===== config.mk =====
export PLATFORM = sky130hd
export DESIGN_NAME = nvm_ctrl
export DESIGN_NICKNAME = d
export VERILOG_FILES = /design/src/hw/nvm_pkg.sv /design/src/hw/nvm_ctrl.sv
export VERILOG_INCLUDE_DIRS = /design/src /design/src/hw
export SDC_FILE = /design/constraint.sdc
export NUM_CORES = 1
export LEC_CHECK = 0
export BUFFER_PORTS_ARGS = -buffer_cell sky130_fd_sc_hd__buf_2
export CAP_MARGIN = 20
export CORE_MARGIN = 2
export CORE_UTILIZATION = 50
export DETAILED_ROUTE_END_ITERATION = 16
export MAX_ROUTING_LAYER = met4
export PLACE_DENSITY = 0.83
export SYNTH_ARGS = -nofsm -noshare
export SYNTH_HDL_FRONTEND = slang
export SYNTH_SLANG_ARGS = --single-unit

===== constraint.sdc =====
create_clock -name clk_i -period 2.9 [get_ports clk_i]
set_clock_uncertainty 0.15 [all_clocks]
set_input_delay 0.725 -clock clk_i [delete_from_list [all_inputs] [get_ports clk_i]]
set_output_delay 0.725 -clock clk_i [all_outputs]
set_load 0.05 [all_outputs]

===== src/hw/nvm_defines.svh =====
// Constants for the data EEPROM access controller
`ifndef NVM_DEFINES_SVH
`define NVM_DEFINES_SVH
// Data memory map, sector number in bit 8
`define NVM_ADDR_OFS     9'h046
`define NVM_DATA_OFS     9'h047
`define NVM_CTRL_OFS     9'h140
// Control register field positions
`define NVM_B_TSEL       3'd7
`define NVM_B_ER_EN      3'd6
`define NVM_B_ER_GO      3'd5
`define NVM_B_PAGE       3'd4
`define NVM_B_WR_EN      3'd3
`define NVM_B_WR_GO      3'd2
`define NVM_B_RD_EN      3'd1
`define NVM_B_RD_GO      3'd0
// Reset values
`define NVM_ADDR_RST     7'h00
`define NVM_DATA_RST     8'h00
`define NVM_CTRL_RST     8'h00
// Page geometry: low nibble is the offset, it stops at the page end
`define NVM_PAGE_LAST    4'hf
// Program times in microseconds and clock rate in MHz
`define NVM_T_ER0_US     3200
`define NVM_T_WR0_US     2200
`define NVM_T_ER1_US     3700
`define NVM_T_WR1_US     3000
`define NVM_CLK_MHZ      100
`define NVM_CNT_W        20
`endif


===== src/hw/nvm_pkg.sv =====
// Types for the data EEPROM access controller
`include "nvm_defines.svh"
package nvm_pkg;
  typedef enum logic [7:0] {
    ST_IDLE     = 8'h01,
    ST_RD_REQ   = 8'h02,
    ST_RD_CAP   = 8'h04,
    ST_RD_DONE  = 8'h08,
    ST_ERASE    = 8'h10,
    ST_WR_ERASE = 8'h20,
    ST_WRITE    = 8'h40,
    ST_WAIT     = 8'h80
  } nvm_state_t;

  // Whole controller state
  typedef struct packed {
    nvm_state_t                st;
    logic [6:0]                addr;
    logic [7:0]                data;
    logic [7:0]                ctrl;
    logic [`NVM_CNT_W-1:0]     cnt;
    logic                      op_wr;
    logic                      tdone;
    logic                      sync1;
    logic                      sync2;
    logic [7:0]                rdata;
    logic                      arr_rd;
    logic                      arr_er;
    logic                      arr_wr;
    logic                      busy;
  } nvm_state_s_t;

  // CPU data memory access
  typedef struct packed {
    logic [8:0] addr;
    logic       wr;
    logic [7:0] wdata;
  } nvm_mem_req_t;
endpackage


===== src/hw/nvm_ctrl.sv =====
// Data EEPROM access controller: registers, read sequencing and program timer
// Summary of operation
// - Address register holds seven bits; its top bit reads zero.
// - Control register at 40H of sector one; address and data in sector zero.
// - Time select bit picks 3.2/2.2 ms or 3.7/3.0 ms erase/write times.
// - Erase needs erase enable; hardware clears enable after the erase.
// - Erase start begins an erase, self-clears, ignored without erase enable.
// - Mode bit chooses byte or 16-byte page operation.
// - Writes need write enable; hardware clears enable after the write.
// - Write start begins a write, self-clears, ignored without write enable.
// - Reads are inhibited while read enable is zero.
// - Read start begins a read, self-clears, ignored without read enable.
// - Byte read leaves the byte in the data register until next operation.
// - Page read loads data, then increments address and clears read start in the same cycle.
// - Each new page read start fetches the next byte without reloading.
// - In page mode only the low four address bits increment.
// - The incremented offset stops at 0FH and never wraps.
// - A byte write erases the target byte first.
// - Erase and write are timed internally; completion clears the start bit.
`timescale 1ns/100ps
module nvm_ctrl
  import nvm_pkg::*;
#(
  parameter int unsigned ER0_CYC = `NVM_T_ER0_US * `NVM_CLK_MHZ,  // Erase time, normal
  parameter int unsigned WR0_CYC = `NVM_T_WR0_US * `NVM_CLK_MHZ,  // Write time, normal
  parameter int unsigned ER1_CYC = `NVM_T_ER1_US * `NVM_CLK_MHZ,  // Erase time, long
  parameter int unsigned WR1_CYC = `NVM_T_WR1_US * `NVM_CLK_MHZ   // Write time, long
) (
  input  wire logic         clk_i,         // System clock
  input  wire logic         rst_n_i,       // Async reset, active low
  input  wire nvm_mem_req_t mem_req_i,     // CPU data memory access
  output logic [7:0]        mem_rdata_o,   // Read data for last cycle's address
  output logic [6:0]        arr_addr_o,    // Array address
  output logic [7:0]        arr_wdata_o,   // Array write data
  output logic              arr_rd_o,      // Array read strobe
  output logic              arr_erase_o,   // Array erase strobe
  output logic              arr_write_o,   // Array program strobe
  input  wire logic [7:0]   arr_rdata_i,   // Array read data, cycle after strobe
  output logic              busy_o         // Erase or write in progress
);

  nvm_state_s_t q;
  nvm_state_s_t d;
  logic         wr_addr;
  logic         wr_data;
  logic         wr_ctrl;
  logic [7:0]   cw;

  // Sized copies of the times so the counter loads without truncation surprises
  localparam logic [`NVM_CNT_W-1:0] ER0_L = ER0_CYC[`NVM_CNT_W-1:0] - 1'b1;
  localparam logic [`NVM_CNT_W-1:0] WR0_L = WR0_CYC[`NVM_CNT_W-1:0] - 1'b1;
  localparam logic [`NVM_CNT_W-1:0] ER1_L = ER1_CYC[`NVM_CNT_W-1:0] - 1'b1;
  localparam logic [`NVM_CNT_W-1:0] WR1_L = WR1_CYC[`NVM_CNT_W-1:0] - 1'b1;

  // Address decode of the CPU access
  assign wr_addr = mem_req_i.wr && (mem_req_i.addr == `NVM_ADDR_OFS);
  assign wr_data = mem_req_i.wr && (mem_req_i.addr == `NVM_DATA_OFS);
  assign wr_ctrl = mem_req_i.wr && (mem_req_i.addr == `NVM_CTRL_OFS);
  assign cw      = mem_req_i.wdata;

  // Next-state logic
  always_comb begin
    d        = q;
    d.arr_rd = 1'b0;
    d.arr_er = 1'b0;
    d.arr_wr = 1'b0;
    d.tdone  = 1'b0;
    // Completion pulse crosses two flops before anything software sees moves
    d.sync1  = q.tdone;
    d.sync2  = q.sync1;

    // Software writes
    if (wr_addr) begin
      d.addr = cw[6:0];
    end
    if (wr_data) begin
      d.data = cw;
    end
    if (wr_ctrl) begin
      d.ctrl = cw;
      // A start bit only sticks when its enable was already set
      d.ctrl[`NVM_B_ER_GO] = cw[`NVM_B_ER_GO] & q.ctrl[`NVM_B_ER_EN];
      d.ctrl[`NVM_B_WR_GO] = cw[`NVM_B_WR_GO] & q.ctrl[`NVM_B_WR_EN];
      d.ctrl[`NVM_B_RD_GO] = cw[`NVM_B_RD_GO] & q.ctrl[`NVM_B_RD_EN];
    end

    // Sequencer; software is trusted to stay off the registers while busy
    unique case (q.st)
      ST_IDLE: begin
        // Erase ranks first should software ever set two starts
        if (q.ctrl[`NVM_B_ER_GO] && q.ctrl[`NVM_B_ER_EN]) begin
          d.st     = ST_ERASE;
          d.op_wr  = 1'b0;
          d.arr_er = 1'b1;
          d.cnt    = q.ctrl[`NVM_B_TSEL] ? ER1_L : ER0_L;
        end else if (q.ctrl[`NVM_B_WR_GO] && q.ctrl[`NVM_B_WR_EN]) begin
          d.op_wr = 1'b1;
          if (!q.ctrl[`NVM_B_PAGE]) begin
            // Byte write is preceded by an erase of the same byte
            d.st     = ST_WR_ERASE;
            d.arr_er = 1'b1;
            d.cnt    = q.ctrl[`NVM_B_TSEL] ? ER1_L : ER0_L;
          end else begin
            d.st     = ST_WRITE;
            d.arr_wr = 1'b1;
            d.cnt    = q.ctrl[`NVM_B_TSEL] ? WR1_L : WR0_L;
          end
        end else if (q.ctrl[`NVM_B_RD_GO] && q.ctrl[`NVM_B_RD_EN]) begin
          d.st     = ST_RD_REQ;
          d.arr_rd = 1'b1;
        end
      end
      ST_RD_REQ: begin
        d.st = ST_RD_CAP;
      end
      ST_RD_CAP: begin
        // Array answers the cycle after the strobe
        d.data = arr_rdata_i;
        d.st   = ST_RD_DONE;
      end
      ST_RD_DONE: begin
        // Page offset steps after the load, stopping at the page end
        if (q.ctrl[`NVM_B_PAGE] && (q.addr[3:0] != `NVM_PAGE_LAST)) begin
          d.addr = {q.addr[6:4], q.addr[3:0] + 4'h1};
        end
        d.ctrl[`NVM_B_RD_GO] = 1'b0;
        d.st = ST_IDLE;
      end
      ST_ERASE, ST_WRITE: begin
        if (q.cnt == '0) begin
          d.tdone = 1'b1;
          d.st    = ST_WAIT;
        end else begin
          d.cnt = q.cnt - 1'b1;
        end
      end
      ST_WR_ERASE: begin
        if (q.cnt == '0) begin
          d.st     = ST_WRITE;
          d.arr_wr = 1'b1;
          d.cnt    = q.ctrl[`NVM_B_TSEL] ? WR1_L : WR0_L;
        end else begin
          d.cnt = q.cnt - 1'b1;
        end
      end
      ST_WAIT: begin
        if (q.sync2) begin
          if (q.op_wr) begin
            d.ctrl[`NVM_B_WR_GO] = 1'b0;
            d.ctrl[`NVM_B_WR_EN] = 1'b0;
          end else begin
            d.ctrl[`NVM_B_ER_GO] = 1'b0;
            d.ctrl[`NVM_B_ER_EN] = 1'b0;
          end
          d.st = ST_IDLE;
        end
      end
      default: begin
        d.st = ST_IDLE;
      end
    endcase

    // Busy follows the next state so the pin comes off a flop, never a stale write flag
    d.busy = (d.st == ST_ERASE) || (d.st == ST_WR_ERASE) || (d.st == ST_WRITE) || (d.st == ST_WAIT);

    // Registered read port; unmapped locations read zero
    if (mem_req_i.addr == `NVM_ADDR_OFS) begin
      d.rdata = {1'b0, q.addr};
    end else if (mem_req_i.addr == `NVM_DATA_OFS) begin
      d.rdata = q.data;
    end else if (mem_req_i.addr == `NVM_CTRL_OFS) begin
      d.rdata = q.ctrl;
    end else begin
      d.rdata = 8'h00;
    end
  end

  // State register
  always_ff @(posedge clk_i or negedge rst_n_i) begin
    if (!rst_n_i) begin
      q       <= '0;
      q.st    <= ST_IDLE;
      q.addr  <= `NVM_ADDR_RST;
      q.data  <= `NVM_DATA_RST;
      q.ctrl  <= `NVM_CTRL_RST;
    end else begin
      q <= d;
    end
  end

  // Outputs straight from flops
  assign mem_rdata_o = q.rdata;
  assign arr_addr_o  = q.addr;
  assign arr_wdata_o = q.data;
  assign arr_rd_o    = q.arr_rd;
  assign arr_erase_o = q.arr_er;
  assign arr_write_o = q.arr_wr;
  assign busy_o      = q.busy;
endmodule


; Word-level counts from Yosys, hierarchy flattened
; Index checks and enable logic that the tools add are counted.
[op_classes]
addsub = 2
n_eq_ne = 19
mux = 44
bitwise = 3
reduce_logical = 18
[op_table]
columns = operator, n
row1 = $mux 8, 11
row2 = $pmux 20 s3, 1
row3 = $pmux 8 s6, 1
row4 = $mux 21, 2
row5 = $mux 20, 2
row6 = $mux 19, 2
row7 = $mux 7, 5
row8 = $logic_not 20->1, 1
row9 = $sub 20x1->20 const B, 1
row10 = $eq 9x7->1 const B, 2
row11 = $mux 17, 1
row12 = $eq 8x5->1 const B, 2
row13 = $eq 8x6->1 const B, 2
row14 = $eq 8x7->1 const B, 2
row15 = $eq 8x8->1 const B, 2
row16 = $mux 2, 8
row17 = $mux 1, 10
row18 = $eq 9x9->1 const B, 1
row19 = $eq 8x1->1 const B, 1
row20 = $eq 8x2->1 const B, 1
row21 = $eq 8x3->1 const B, 1
row22 = $eq 8x4->1 const B, 1
row23 = $logic_and 1x1->1, 7
row24 = $reduce_bool 2->1, 3
row25 = 11 further kinds, 16
[word_totals]
ff_bits = 67
input_bits = 28
out_inout_bits = 27
wordCells = 103

; Longest topological paths before layout
; Gate-level depths: netlist (run 1).
[logic_depth]
depth_word = 9
ltp_mapped = 12
depth_no_buf = 8

; Least setup slack after synthesis (run 1)
; Ideal clock, no wire load.
[synth_timing]
path_kind = flip-flop to flip-flop
from = register q[16] (netlist bit)
to = register q[33] (netlist bit)
setup_ns = 0.144
t_arrival_ns = 2.393
required_time_ns = 2.606
slack_ns = 0.213
path_stages_with_launch = 13
path_buffers = 4
synth_period_minus_slack_ns = 2.687
cell_sequence = dfrtp_1 > inv_1 > ha_1 > or3b_1 > clkbuf_2 > or2_0 > buf_2 > or3_4 > and3_1 > buf_6 > buf_8 > nand2_1 > o211ai_2
[synth_between]
elab_chain_cells = 3
word_cells_on_any_way = 7
[synth_lines]
columns = element, line
row1 = from (decl), nvm_ctrl.sv:42  ; nvm_state_s_t q;
row2 = $sub 20x1->20 or $logic_not 20->1 (tied branches), n/a
row3 = "$mux 20, or another cell as far along", nvm_ctrl.sv:138  ; if (q.cnt == '0) begin
row4 = $pmux 20 s3 or $reduce_and 3->1 (tied branches), n/a
; Parallel ways exist; a longest one is shown, timed or not. The select of a mux whose other input is x is not followed.
; A chain may end at the register's enable or synchronous reset.

; Worst setup path after layout (run 1)
[layout_timing]
from = register q[20] (netlist bit)
to = register q[21] (netlist bit)
; Same word-level chain as after synthesis.

==> results.yml, run 1 <==
setup_path:
  required_ns: 2.99
  crit_type: "flip-flop to flip-flop"
  crit_path_start: "q[20]"
  regToRegStartpoint: "q[20]"
  crit_slowest_cell: "or4_1"
  crit_path_max_incr_delay_ns: 0.62
  r2r-end: "q[21]"
  worstPathArrival_ns: 2.88
  critPathMaxFanout: 9
  rr_worst_depth: 6
  setup.worst_path.end_class: "flip-flop"
  worstSetupEndpoint: "q[21]"
  rrSetupSlack_ns: 0.11
  critPathLaunchType: "flip-flop"
  worstPathCellList: "or4_1 -> nor4_1 -> a22oi_1 -> o21ai_0 -> nand2_1 -> a22o_1"
cts:
  clock_path_buffers: 2
  cts.clk_slew.worst_paths_ns: 0.09
  cts_tree: "built"
  root_buffer: "clkbuf_8"
  clk-insertion-delay-late_ns: 0.35
  cts_buffers: 9
  cts.sinks: 67
  htreeDepth: 3
  postCtsSetupBuffers: 0
  cts-hold-fix-buffers: 0
yosys:
  syn-instance-count: 435
  async_flop_share: 1.00
  syn-cell-area_um2: 3900
  seq_area_frac_synth: 0.430
  synth_flop_cell: "dfrtp_1"
  syn_avg_cell_area_um2: 8.96
  ys_seq_elements: 67
  ys_warn_count: 0
  synth_edf_count: 0
  syn-num-nets: 470
  synth_cell_type_count: 64
power:
  p_per_area_nw_per_um2: 404
  ir_drop_uv: 195
  leakagePower_nw: 2.14
  p_sw_w: 0.000477
  combinationalPowerShare: 0.068
  p_int_w: 0.00130
  sequentialPowerShare: 0.539
  switching_share: 0.269
  pwr-share-clk: 0.393
floorplan:
  initial_core_util: 0.510
  die_area_um2: 8520
  core_um2: 7650
  die_h_um: 92.3
  die_width_um: 92.3
  io-pin-count: 55
  rows: 32
place:
  io_buffers: 54
  dpl.hpwl_mm: 7.19
  place.gp.congestion: 0.950
  post-place-cells: 571
  place_ws_ns: 0.0473
timing:
  tightest_slew_ns: 0.924
  timing.setup.tns_ns: 0
  min_period_over_period: 0.963
  setup-violations-final: 0
  rsz0062_at_grt: "no"
  hold_viol: 0
  maxSlewHeadroom: 0.384
  slew_viol_final: 0
  setup_ws_ns: 0.107
  hold_ws_ns: 0.191
  min_period_ns: 2.79
  timing.fmax_mhz: 358
cells_and_area:
  area_delta_synth_final_pct: 12.6
  stdcell_count: 588
  drive_gt1_frac: 0.235
  post-route-util: 0.574
  layout_commonest_cell: "dfrtp_1"
  layout_common_cells: "dfrtp_1 (66), buf_2 (54), nand2_1 (52)"
  diodes: 0
  final_nets: 516
job:
  cap_viol_max_count: 0
grt:
  grt_start_max_net_pins: 68
  grtUsageTotal: 0.240
  grt_pass1_wl_mm: 15.9
  grt_pass1_vias: 3301
  grt-ovfl-total: 0
  antenna_found_initial: 0
routing:
  vias: 3506
  drt_pass1_iterations: 5
  routed_wl_mm: 9.56
  vias_per_cell: 5.96
  drt_iter0_markers: 378
  postRouteAntennaNets: 0
  wl_per_cell_um: 16.3
  drc_errors: 0
min_path:
  hold_class: "primary input to asynchronous set/reset pin"
outcome:
  status: "complete, no violations"
==> synthesized netlist by cell type, types with 6 or more instances <==
master    count  area [um2]
dfrtp_1      66        1650
nand2_1      52         195
o21ai_0      39         195
a21oi_1      36         180
nor2_1       31         116
buf_4        23         173
nand3_1      18        90.1
inv_1        11        41.3
mux2i_1      11         110
nor4_1       11        68.8
nor3_1       10        50.1
clkbuf_1      9        33.8
nand2b_1      8        50.1
ha_1          7        87.6
or4_1         6        45.0
==> state kept, by name, summed over array words and instances, names as in the netlist, 2 cells and up <==
| name | count |
|---|---|
| mem_rdata_o | 8 |
| d | 2 |
| arr_wdata_o | 8 |
| arr_addr_o | 7 |
| q | 38 |
==> metal layers <==
metal,wire [um],GRT usage,up-vias
met3,516,0.0407,24
met1,4290,0.324,1690
met5,0,-,-
li1,-,-,1658
met4,217,0.0858,0
met2,4540,0.369,134
==> worst min-delay path by stage <==
stage | end | depth (start not counted)
6_report | mem_rdata_o[1] | 2
5_1_grt | d[12] | 0
4_1_cts | d[12] | 0
3_5_place_dp | d[12] | 0
3_3_place_gp | d[12] | 0
2_1_floorplan | d[12] | 0
==> critical path: cells and delay by family (launching register included) <==
kind	cells	cell delay, ns
flops	1	0.47
simple gates	3	1.23
compound gates	3	0.83
==> power by group through the flow <==
stage / Clock (W) / Sequential [W] / Combinational [W]
finish: 0.000697 / 0.000955 / 0.000120
global route: 0.000752 / 0.000956 / 0.000134
CTS: 0.000709 / 0.000954 / 0.000122
detailed placement: 0 / 0.000973 / 0.000121
global placement: 0 / 0.000972 / 0.000118
floorplan: 0 / 0.000969 / 0.0000667
==> repair_timing <==
item | in CTS | in global routing
hold endpoints to repair | 0 | 0
gates resized for setup | 0 | 3
setup endpoints to repair | 0 | 11
==> stage by stage <==
step	cell area, um2	power [W]
global placement	4200	0.00109
floorplan	3900	0.00104
detailed placement	4200	0.00109
finish	4390	0.00177
CTS	4370	0.00178
global route	4390	0.00184
==> cell type report <==
| type | instances | area (um2) |
|---|---|---|
| clock buffer | 9 | 124 |
| inverter | 11 | 41.3 |
| sequential | 67 | 1680 |
| multi-input combinational | 317 | 1920 |
| clock inverter | 7 | 53.8 |
| timing repair buffer | 75 | 440 |
| tap | 102 | 128 |
| fill | 682 | 3260 |
==> cell families after synthesis <==
group | Yosys count | share of synthesized area
AND/OR/NAND/NOR | 167 | 0.225
AO/OA/AOI/OAI | 125 | 0.196
flip-flops | 67 | 0.430
buffers and inverters | 51 | 0.0796
multiplexers | 15 | 0.0398
adder cells (fa/ha/maj) | 7 | 0.0225
XOR/XNOR | 3 | 0.00674
Note: power is estimated with default switching activity, not from simulation.
==> inputs of run 2 (changes only) <==
CAP_MARGIN = 10   (was 20)
CELL_PAD_IN_SITES_DETAIL_PLACEMENT = 1   (was unset)
CELL_PAD_IN_SITES_GLOBAL_PLACEMENT = 1   (was unset)
CORE_UTILIZATION = 39   (was 50)
PLACE_DENSITY = 0.84   (was 0.83)
==> results.yml, run 2 (synthesized netlist as in run 1, its figures left out) <==
outcome:
  status: "complete, no violations"
cells_and_area:
  regMostFlops: "q"
  area_delta_synth_final_pct: 16.4
  diodes: 0
  drive_gt1_frac: 0.249
  final_nets: 524
  design_area_um2: 4540
  stdcell_count: 627
  layout_common_cells: "dfrtp_1 (66), buf_2 (54), nand2_1 (52)"
  layout_commonest_cell: "dfrtp_1"
  largest_reg_flops: 38
floorplan:
  initial_core_util: 0.401
  die_area_um2: 10800
  io-pin-count: 55
  core_um2: 9730
  die_width_um: 104
  rows: 36
  die_h_um: 104
cts:
  cts.clk_slew.worst_paths_ns: 0.08
  root_buffer: "clkbuf_8"
  cts.sinks: 67
  cts_buffers: 9
  htreeDepth: 3
  cts_tree: "built"
  clk-insertion-delay-late_ns: 0.35
  clock_path_buffers: 2
  postCtsSetupBuffers: 0
timing:
  setup-violations-final: 0
  hold_viol: 0
  maxSlewHeadroom: 0.410
  min_period_over_period: 0.963
  min_period_ns: 2.79
  rsz0062_at_grt: "no"
  timing.fmax_mhz: 358
  timing.setup.tns_ns: 0
  tightest_slew_ns: 0.884
  slew_viol_final: 0
power:
  combinationalPowerShare: 0.066
  pwr-share-clk: 0.435
  leakagePower_nw: 2.20
  switching_share: 0.263
  ir_drop_uv: 208
  sequentialPowerShare: 0.499
  p_sw_w: 0.000503
  p_per_area_nw_per_um2: 422
  p_int_w: 0.00141
  finalPower_w: 0.00191
place:
  post-place-cells: 611
  io_buffers: 54
  place.gp.congestion: 0.913
  dpl.hpwl_mm: 8.84
  dpl-instance-area_um2: 4310
setup_path:
  critPathLaunchType: "flip-flop"
  setup.worst_path.end_class: "flip-flop"
  critPathMaxFanout: 8
  crit_type: "flip-flop to flip-flop"
  required_ns: 2.99
  worstPathArrival_ns: 2.89
routing:
  drt_iter0_markers: 222
  vias_per_cell: 5.82
  vias: 3647
  drt_pass1_iterations: 4
  drc_errors: 0
  wl_per_cell_um: 19.1
  postRouteAntennaNets: 0
  routed_wl_mm: 12.0
grt:
  grt_pass1_wl_mm: 20.0
  grt-ovfl-total: 0
  grt_pass1_vias: 3876
  grtUsageTotal: 0.235
  grt_start_max_net_pins: 42
  antenna_found_initial: 0
job:
  cap_viol_max_count: 0
min_path:
  hold_class: "flip-flop to flip-flop"
run 2: per-layer routing:
layer | up-vias | GRT usage | part of all wire
met3 | 23 | 0.0351 | 0.045
met1 | 1843 | 0.293 | 0.43
met5 | - | - | 0
met2 | 114 | 0.396 | 0.51
met4 | 0 | 0.0714 | 0.020
li1 | 1667 | - | -
run 2: cell type report:
| cell class | instances | area (um2) |
|---|---|---|
| Inverter | 11 | 41.3 |
| Tap cell | 133 | 166 |
| Clock buffer | 10 | 138 |
| Fill cell | 1195 | 5190 |
| Multi-Input combinational cell | 317 | 1930 |
| Timing Repair Buffer | 83 | 513 |
| Clock inverter | 6 | 71.3 |
| Sequential cell | 67 | 1680 |
run 2: power by group through the flow:
| stage | Clock [W] | Sequential [W] | Combinational (W) |
|---|---|---|---|
| floorplan | 0 | 0.000969 | 0.0000667 |
| global placement | 0 | 0.000973 | 0.000120 |
| detailed placement | 0 | 0.000974 | 0.000127 |
| CTS | 0.000838 | 0.000955 | 0.000127 |
| global route | 0.000876 | 0.000957 | 0.000139 |
| finish | 0.000832 | 0.000956 | 0.000126 |
run 2: critical path, stage by stage, from the launching register on:
cell and delay (ns):
dfrtp_1 0.47, or4_1 0.63, nor4_1 0.51, a22oi_1 0.41, o21ai_0 0.21, nand2_1 0.09, a22o_1 0.23
run 2: path summary, 6_finish.rpt:
check | slack [ns] | cells after the start | from | to
worst min register to register | 0.21 | 0 | d[13] | d[12]
worst max-delay path | 0.11 | 6 | q[26] | q[21]
max in group asynchronous | 1.64 | 2 | rst_n_i | q[59]
worst max register to register | 0.11 | 6 | q[26] | q[21]
min in group asynchronous | 0.23 | 1 | rst_n_i | arr_wdata_o[1]
worst min-delay path | 0.21 | 0 | d[13] | d[12]
run 2: timing repair:
action,CTS,global route
gates resized for setup,0,4
setup endpoints to repair,0,10
hold buffers,0,0
run 2: per-stage QoR:
| step | worst slack [ns] | util | hold slack (ns) |
|---|---|---|---|
| floorplan | 0.213 | - | 0.181 |
| global placement | 0.228 | 0.443 | 0.188 |
| detailed placement | 0.130 | 0.443 | 0.198 |
| CTS | 0.115 | 0.465 | 0.216 |
| global route | 0.0106 | 0.466 | 0.230 |
| finish | 0.107 | 0.466 | 0.209 |
